==> src/common/gen_ctrl_status_regs.vh <==
`ifndef GEN_CTRL_STATUS_REGS_VH
`define GEN_CTRL_STATUS_REGS_VH

// register indices as printed; the byte address on the bus is four times the index
`define GCS_IDX_CONTROL        8'h1c
`define GCS_IDX_STATUS         8'h1d
`define GCS_ADDR_CONTROL       12'h070
`define GCS_ADDR_STATUS        12'h074

// control byte fields
`define GCS_CTRL_CLK_KEEP_BIT  0
`define GCS_CTRL_DEEP_PD_BIT   1
`define GCS_CTRL_RW_MASK       8'h03
`define GCS_CTRL_RESET         8'h00

// status byte fields
`define GCS_STAT_LINK_BIT      0
`define GCS_STAT_SPEED_BIT     1
`define GCS_STAT_DUPLEX_BIT    2
`define GCS_STAT_WIDTH         3

// power states
`define GCS_PSTATE_D0          2'h0
`define GCS_PSTATE_D1          2'h1
`define GCS_PSTATE_D2          2'h2
`define GCS_PSTATE_D3          2'h3

`endif

==> src/general_ctrl_status_regs.v <==
`timescale 1ns/1ps
`include "gen_ctrl_status_regs.vh"
// Summary of operation
// - control byte at index 1Ch; bits 7:2 read zero, bits 1:0 read/write, reset zero
// - with bit 1 set, deep power-down allowed in D2/D3 while link down; never otherwise
// - in deep power-down entered on link loss, link integrity signalling stops
// - with bit 0 set, PCI clock is requested continuously and never released
// - read-only status byte at index 1Dh; bits 7:3 read zero
// - status bit 2 shows duplex: 0 half, 1 full
// - status bit 1 shows speed: 0 for 10 Mbps, 1 for 100 Mbps
// - status bit 0 shows link: 0 down, 1 up
module general_ctrl_status_regs (
  // clock and reset
  input  wire        i_clk,
  input  wire        i_reset,
  // apb slave
  input  wire        i_psel,
  input  wire        i_penable,
  input  wire        i_pwrite,
  input  wire [11:0] i_paddr,
  input  wire [31:0] i_pwdata,
  input  wire [3:0]  i_pstrb,
  output wire        o_pready,
  output wire [31:0] o_prdata,
  output wire        o_pslverr,
  // physical layer resolved state (pins)
  input  wire        i_phy_full_duplex,
  input  wire        i_phy_speed_100,
  input  wire        i_phy_link_up,
  // power management and clock run (same clock)
  input  wire [1:0]  i_power_state,
  input  wire        i_clk_request,
  // outputs to the rest of the device
  output wire        o_clk_request,
  output wire        o_deep_power_down,
  output wire        o_link_integrity_en
);

  // power-down sequencer states
  localparam [1:0] ST_ACTIVE = 2'b00;
  localparam [1:0] ST_ENTER  = 2'b01;
  localparam [1:0] ST_DEEP   = 2'b10;

  // address decode, used for both read and write paths
  function [1:0] decode;
    input [11:0] addr;
    begin
      case (addr)
        `GCS_ADDR_CONTROL: decode = 2'b01;
        `GCS_ADDR_STATUS:  decode = 2'b10;
        default:           decode = 2'b00;
      endcase
    end
  endfunction

  // constants brought to the width of the byte they act on
  localparam [7:0] CTRL_RESET   = `GCS_CTRL_RESET;
  localparam [7:0] CTRL_RW_MASK = `GCS_CTRL_RW_MASK;

  reg  [1:0]                ctrl_ff;
  reg  [1:0]                nxt_ctrl;
  reg  [1:0]                pd_state_ff;
  reg  [1:0]                nxt_pd_state;
  reg                       clk_req_ff;
  reg  [31:0]               rdata_ff;
  reg  [31:0]               nxt_rdata;
  wire [`GCS_STAT_WIDTH-1:0] phy_raw;
  wire [`GCS_STAT_WIDTH-1:0] phy_sync;
  wire [1:0]                sel;
  wire                      access;
  wire                      rd_setup;
  wire                      ctrl_wr;
  wire [7:0]                wr_masked;
  wire                      link_down;
  wire                      deep_pd_en;
  wire                      clk_keep_en;
  wire                      nxt_clk_req;
  wire                      low_power_state;
  wire                      pd_allowed;
  wire [7:0]                status_byte;

  assign phy_raw[`GCS_STAT_LINK_BIT]   = i_phy_link_up;
  assign phy_raw[`GCS_STAT_SPEED_BIT]  = i_phy_speed_100;
  assign phy_raw[`GCS_STAT_DUPLEX_BIT] = i_phy_full_duplex;

  // phy pins are asynchronous to the bus clock
  // limitation: a pin change reaches status four clocks late, and a pulse
  // narrower than about two clocks may never be seen by software at all
  genvar g;
  generate
    for (g = 0; g < `GCS_STAT_WIDTH; g = g + 1) begin : g_sync
      pin_sync3 u_sync (
        .i_clk   (i_clk),
        .i_reset (i_reset),
        .i_pin   (phy_raw[g]),
        .o_level (phy_sync[g])
      );
    end
  endgenerate

  // status follows the synchronised phy state every cycle, no latching
  assign status_byte = {5'h00, phy_sync};

  // apb: zero wait states; unmapped addresses answer with an error
  // pready is tied high, so every transfer ends in its first access cycle
  assign sel       = decode(i_paddr);
  assign access    = i_psel & i_penable;
  assign rd_setup  = i_psel & ~i_penable & ~i_pwrite;
  assign ctrl_wr   = access & i_pwrite & sel[0] & i_pstrb[0];
  assign o_pready  = 1'b1;
  assign o_pslverr = access & (sel == 2'b00);

  // only byte lane 0 carries control bits; the reserved bits are masked off
  // so a write of ones can never make them read back as set, and other
  // lanes hold nothing but reserved bits
  assign wr_masked = i_pwdata[7:0] & CTRL_RW_MASK;

  always @* begin
    nxt_ctrl = ctrl_ff;
    if (ctrl_wr) begin
      nxt_ctrl = wr_masked[1:0];
    end
    // a write to the status byte is accepted but changes nothing
  end

  always @* begin
    case (sel)
      2'b01:   nxt_rdata = {24'h000000, 6'h00, ctrl_ff};
      2'b10:   nxt_rdata = {24'h000000, status_byte};
      default: nxt_rdata = 32'h00000000;
    endcase
  end

  always @(posedge i_clk) begin
    if (i_reset) begin
      ctrl_ff <= CTRL_RESET[1:0];
    end else begin
      ctrl_ff <= nxt_ctrl;
    end
  end

  // read data is taken in the setup cycle and then stands through the access
  // phase, so a phy pin moving mid-transfer cannot change the returned word;
  // the cost is that status is one clock older than the access edge
  always @(posedge i_clk) begin
    if (i_reset) begin
      rdata_ff <= 32'h00000000;
    end else if (rd_setup) begin
      rdata_ff <= nxt_rdata;
    end
  end

  assign o_prdata = rdata_ff;

  // decoded control bits and link state, named for the logic that uses them
  assign deep_pd_en  = ctrl_ff[`GCS_CTRL_DEEP_PD_BIT];
  assign clk_keep_en = ctrl_ff[`GCS_CTRL_CLK_KEEP_BIT];
  assign link_down   = ~phy_sync[`GCS_STAT_LINK_BIT];

  // deep power-down may only be used in D2 or D3 with the link down
  assign low_power_state = (i_power_state == `GCS_PSTATE_D2) || (i_power_state == `GCS_PSTATE_D3);
  assign pd_allowed = deep_pd_en & low_power_state & link_down;

  // the enter state gives one cycle of notice before the link side goes quiet
  always @* begin
    nxt_pd_state = pd_state_ff;
    case (pd_state_ff)
      ST_ACTIVE: begin
        if (pd_allowed) begin
          nxt_pd_state = ST_ENTER;
        end
      end
      ST_ENTER: begin
        if (pd_allowed) begin
          nxt_pd_state = ST_DEEP;
        end else begin
          nxt_pd_state = ST_ACTIVE;
        end
      end
      ST_DEEP: begin
        // link up, leaving D2/D3 or clearing the bit all wake the device
        if (!pd_allowed) begin
          nxt_pd_state = ST_ACTIVE;
        end
      end
      default: nxt_pd_state = ST_ACTIVE;
    endcase
  end

  always @(posedge i_clk) begin
    if (i_reset) begin
      pd_state_ff <= ST_ACTIVE;
    end else begin
      pd_state_ff <= nxt_pd_state;
    end
  end

  assign o_deep_power_down   = (pd_state_ff == ST_DEEP);
  // integrity signalling stops only in the deep state, so the link partner
  // sees the link drop only once the device has chosen to sleep
  assign o_link_integrity_en = (pd_state_ff != ST_DEEP);

  // with the keep bit set the request is never given back: idle power is traded
  // for freedom from receive overruns while a stopped clock restarts slowly
  assign nxt_clk_req = clk_keep_en | i_clk_request;

  // registered so the clock request pin never glitches on a bus write
  always @(posedge i_clk) begin
    if (i_reset) begin
      clk_req_ff <= 1'b0;
    end else begin
      clk_req_ff <= nxt_clk_req;
    end
  end

  assign o_clk_request = clk_req_ff;

endmodule // general_ctrl_status_regs

==> src/pin_sync3.v <==
`timescale 1ns/1ps
// three-flop synchroniser; output changes only when stages two and three agree
module pin_sync3 (
  // clock and reset
  input  wire i_clk,
  input  wire i_reset,
  // pin side
  input  wire i_pin,
  // clock domain side
  output wire o_level
);

  reg stage1_ff;
  reg stage2_ff;
  reg stage3_ff;
  reg level_ff;

  always @(posedge i_clk) begin
    if (i_reset) begin
      stage1_ff <= 1'b0;
      stage2_ff <= 1'b0;
      stage3_ff <= 1'b0;
      level_ff  <= 1'b0;
    end else begin
      stage1_ff <= i_pin;
      stage2_ff <= stage1_ff;
      stage3_ff <= stage2_ff;
      if (stage2_ff == stage3_ff) begin
        level_ff <= stage3_ff;
      end
    end
  end

  assign o_level = level_ff;

endmodule // pin_sync3

==> config.mk <==
export PLATFORM = sky130hd
export DESIGN_NAME = general_ctrl_status_regs
export DESIGN_NICKNAME = d
export VERILOG_FILES = /design/src/general_ctrl_status_regs.v /design/src/pin_sync3.v
export VERILOG_INCLUDE_DIRS = /design/src /design/src/common
export SDC_FILE = /design/constraint.sdc
export NUM_CORES = 1
export LEC_CHECK = 0
export BUFFER_PORTS_ARGS = -buffer_cell sky130_fd_sc_hd__buf_2
export CORE_UTILIZATION = 33
export DETAILED_ROUTE_END_ITERATION = 6
export GPL_TIMING_DRIVEN = 1
export PLACE_DENSITY = 0.72
export SYNTH_ARGS = -nofsm -noshare
export SYNTH_HDL_FRONTEND = slang
export SYNTH_HIERARCHICAL = 1
export SYNTH_SLANG_ARGS = --single-unit
==> constraint.sdc <==
create_clock -name i_clk -period 1.3 [get_ports i_clk]
set_input_delay 0.195 -clock i_clk [delete_from_list [all_inputs] [get_ports i_clk]]
set_output_delay 0.195 -clock i_clk [all_outputs]
set_load 0.02 [all_outputs]
==> run summary <==
Run status = complete, but fails checks
Failing checks = setup timing
Vias in the first global route = 623
Clock slew at the register clock pins of the worst setup and hold paths = 0.11 ns
Setup crit start kind = primary input
Psw = 0.3035 mW
Final Non-Filler Cells = 192
Tcrit/Tclk final = 1.105
Final setup violating endpoints = 1
Total internal power = 0.8524 mW
Max Buffers Root-to-Sink = 2
Synth Area per Inst = 9.418 µm²
P_leak = 0.5823 nW
Placed cell count = 186
TritonRoute pass-1 iters = 3
Data required time of the worst path = 1.11 ns
Final Max Tran Viols = 0
Core Area = 3053 µm²
Ant diodes = 0
Final Cell Area = 1266 µm²
GRT Util Overall = 0.09606
EDFF count, synth = 0
Via count = 755
Synth Area in XOR/XNOR = 0
Total CTS buffers = 3
DRC viols = 0
Largest net degree at the start of global routing = 20
# IOs = 96
Minimum clock period = 1.436 ns
Fmax = 0.6962 GHz
Compound-Gate Fraction of Synth Area = 0.06762
Initial antenna violation count = 0
Number of fill cells = 315
CTS sink cnt = 20
Core Rows = 20
Initial drt markers = 6
GRT overflow = 0
Mux cell area share after synthesis = 0.01898
I/O Buffers = 31
Simple-gate area share of the yosys netlist = 0.2633
Mean routed wirelength per cell = 8.870 µm
Root Driver = clkbuf_4
Post-synthesis register bit count = 20
Gate Count Post-Synth = 112
Post-place instance area = 1162 µm²
Maximum vdd drop = 0.0007118 V
R2R setup slack = 0.28 ns
Hold slack = 0.09825 ns
Die W = 58.54 µm
FFs w/ async S/R, synth = 0
Final worst setup slack = -0.1363 ns
Aggregate routed wire length = 1703 µm
Via density = 3.932
Largest family of logic cells by synthesized area = simple AND/OR/NAND/NOR gates
Area grow syn2layout = 20.05%
TritonCTS clock tree = done
Switching power share of the total = 0.2626
RePlAce Congestion = 0.6534
Kind of critical path = primary input to output pin
Setup total negative slack = -0.1363 ns
Register share of total power = 0.545
Hold_buf cts = 0
Ys Warns = 6
Worst-Skew Late Latency = 0.29 ns
HPWL after DPL = 1313 µm
CP Max Fanout = 3
Clk network pwr share = 0.305
Netlist Area Pre-Place = 1055 µm²
Setup Skew = 0.005762 ns
Htree depth = 1
Main synth FF type = dfxtp_1
First-pass GRT wire length = 2490 µm
Worst min-delay path class = primary input to flip-flop
Die H = 58.54 µm
Sequential-to-total area share from yosys stat = 0.3796
RSZ-0062 raised after global routing = yes
Die area = 3426 µm²
Arr. time, crit path = 1.24 ns
Antenna viol nets, final = 0
PD cells = 912.9 nW/µm²
Initial Utilization = 0.3455
Final hold violations = 0
Part of the power in combinational logic = 0.150
Nets = 211
Synth Area in Adders = 0.03559
Fraction of layout cells with a size suffix above 1 = 0.3716
Synth unique cells = 29
Critical Path Sink Type = output pin
Max-cap violations = 0
[cell families (layout without fill, tap and decap cells)]
| group | count (synthesis) | count (layout) |
|---|---|---|
| mux | 2 | 2 |
| buf+inv | 34 | 42 |
| simple gates | 39 | 39 |
| fa+ha+maj | 3 | 3 |
| other cells | 2 | 30 |
| flops | 20 | 20 |
| compound gates | 12 | 12 |
[worst max-delay path, stage by stage]
cell	delay, ns
buf_6	0.10
nor4b_4	0.30
nand4_1	0.17
ha_2	0.22
and3_4	0.14
buf_6	0.12
[cells in the mapped netlist (2+ instances only)]
library cell | count | area [µm²]
nand3_1 | 3 | 15.01
nor2b_1 | 9 | 56.30
a21oi_1 | 6 | 30.03
nand2_1 | 6 | 22.52
nand4_1 | 2 | 12.51
dfxtp_1 | 20 | 400.4
a22o_1 | 2 | 17.52
ha_1 | 3 | 37.54
nand2b_1 | 2 | 12.51
mux2i_1 | 2 | 20.02
nand2b_2 | 3 | 26.28
inv_1 | 4 | 15.01
conb_1 | 2 | 7.510
nor2_1 | 2 | 7.510
o21ai_1 | 3 | 15.01
buf_4 | 30 | 225.2
[metrics by stage]
step / setup slack [ns] / total power, mW / util
after CTS: -0.1485 / 1.172 / 0.4045
after global placement: -0.2482 / 0.8085 / 0.3807
after global routing: -0.1943 / 1.201 / 0.4148
after detailed placement: -0.2996 / 0.8098 / 0.3807
after floorplan: -0.005335 / 0.8200 / -
final: -0.1363 / 1.156 / 0.4148
[final timing paths]
check | from | endpoint | cells past startpoint
worst min-delay path | i_clk_request | o_clk_request | 3
worst max-delay path | i_paddr[8] | o_pslverr | 6
worst min register to register | pd_state_ff[1] | pd_state_ff[0] | 1
worst max register to register | ctrl_ff[1] | pd_state_ff[0] | 3
[registers in the layout, summed over array words and instances (netlist names)]
| name | flops |
|---|---|
| o_clk_request | 1 |
| o_prdata | 3 |
| g_sync.u_sync/o_level | 3 |
| g_sync.u_sync/stage3_ff | 3 |
| pd_state_ff | 2 |
| g_sync.u_sync/stage1_ff | 3 |
| g_sync.u_sync/stage2_ff | 3 |
| ctrl_ff | 2 |
[per-layer routing]
layer	share of wire	global-route usage	vias up
li1	-	-	386
met3	0.090	0.01758	2
met1	0.44	0.1076	319
met2	0.46	0.1724	48
met5	0	0	-
met4	0.0035	0.05102	0
[power by group through the flow]
stage / Clock (mW) / Combinational, mW / Sequential [mW]
3_3_place_gp: 0 / 0.165 / 0.644
6_report: 0.352 / 0.174 / 0.630
4_1_cts: 0.370 / 0.172 / 0.630
2_1_floorplan: 0 / 0.175 / 0.645
3_5_place_dp: 0 / 0.166 / 0.644
5_1_grt: 0.382 / 0.188 / 0.632
[area by class of cell]
type | count | area, µm² | area share
well taps | 44 | 55.05 | 0.04348
flip-flops and latches | 20 | 400.4 | 0.3162
multi-input cells | 86 | 560.5 | 0.4427
repair buffers | 34 | 196.4 | 0.1551
clock buffers | 4 | 36.28 | 0.02866
inverters | 4 | 17.52 | 0.01383
[cell usage in the layout (no fill, tap or decap), types with 2 or more instances in the layout]
| master | n |
|---|---|
| nand2_1 | 6 |
| nand4_1 | 2 |
| a21oi_2 | 2 |
| o21ai_1 | 3 |
| ha_4 | 2 |
| a22o_1 | 2 |
| nand2b_1 | 2 |
| nor2_1 | 2 |
| clkbuf_4 | 3 |
| buf_2 | 28 |
| buf_6 | 3 |
| dfxtp_1 | 20 |
| buf_4 | 3 |
| nor2b_1 | 9 |
| mux2i_1 | 2 |
| inv_1 | 2 |
| nand2b_2 | 3 |
| conb_1 | 30 |
| a21oi_1 | 5 |
| nand3_1 | 2 |
[timing repair]
| item | 4_1_cts | 5_1_grt |
|---|---|---|
| pin swaps | 5 | 8 |
| endpoints found under the setup margin | 1 | 3 |
| setup buffers | 2 | 0 |
| resized for setup | 5 | 7 |
No activity file was read; power rests on OpenSTA's default activity.
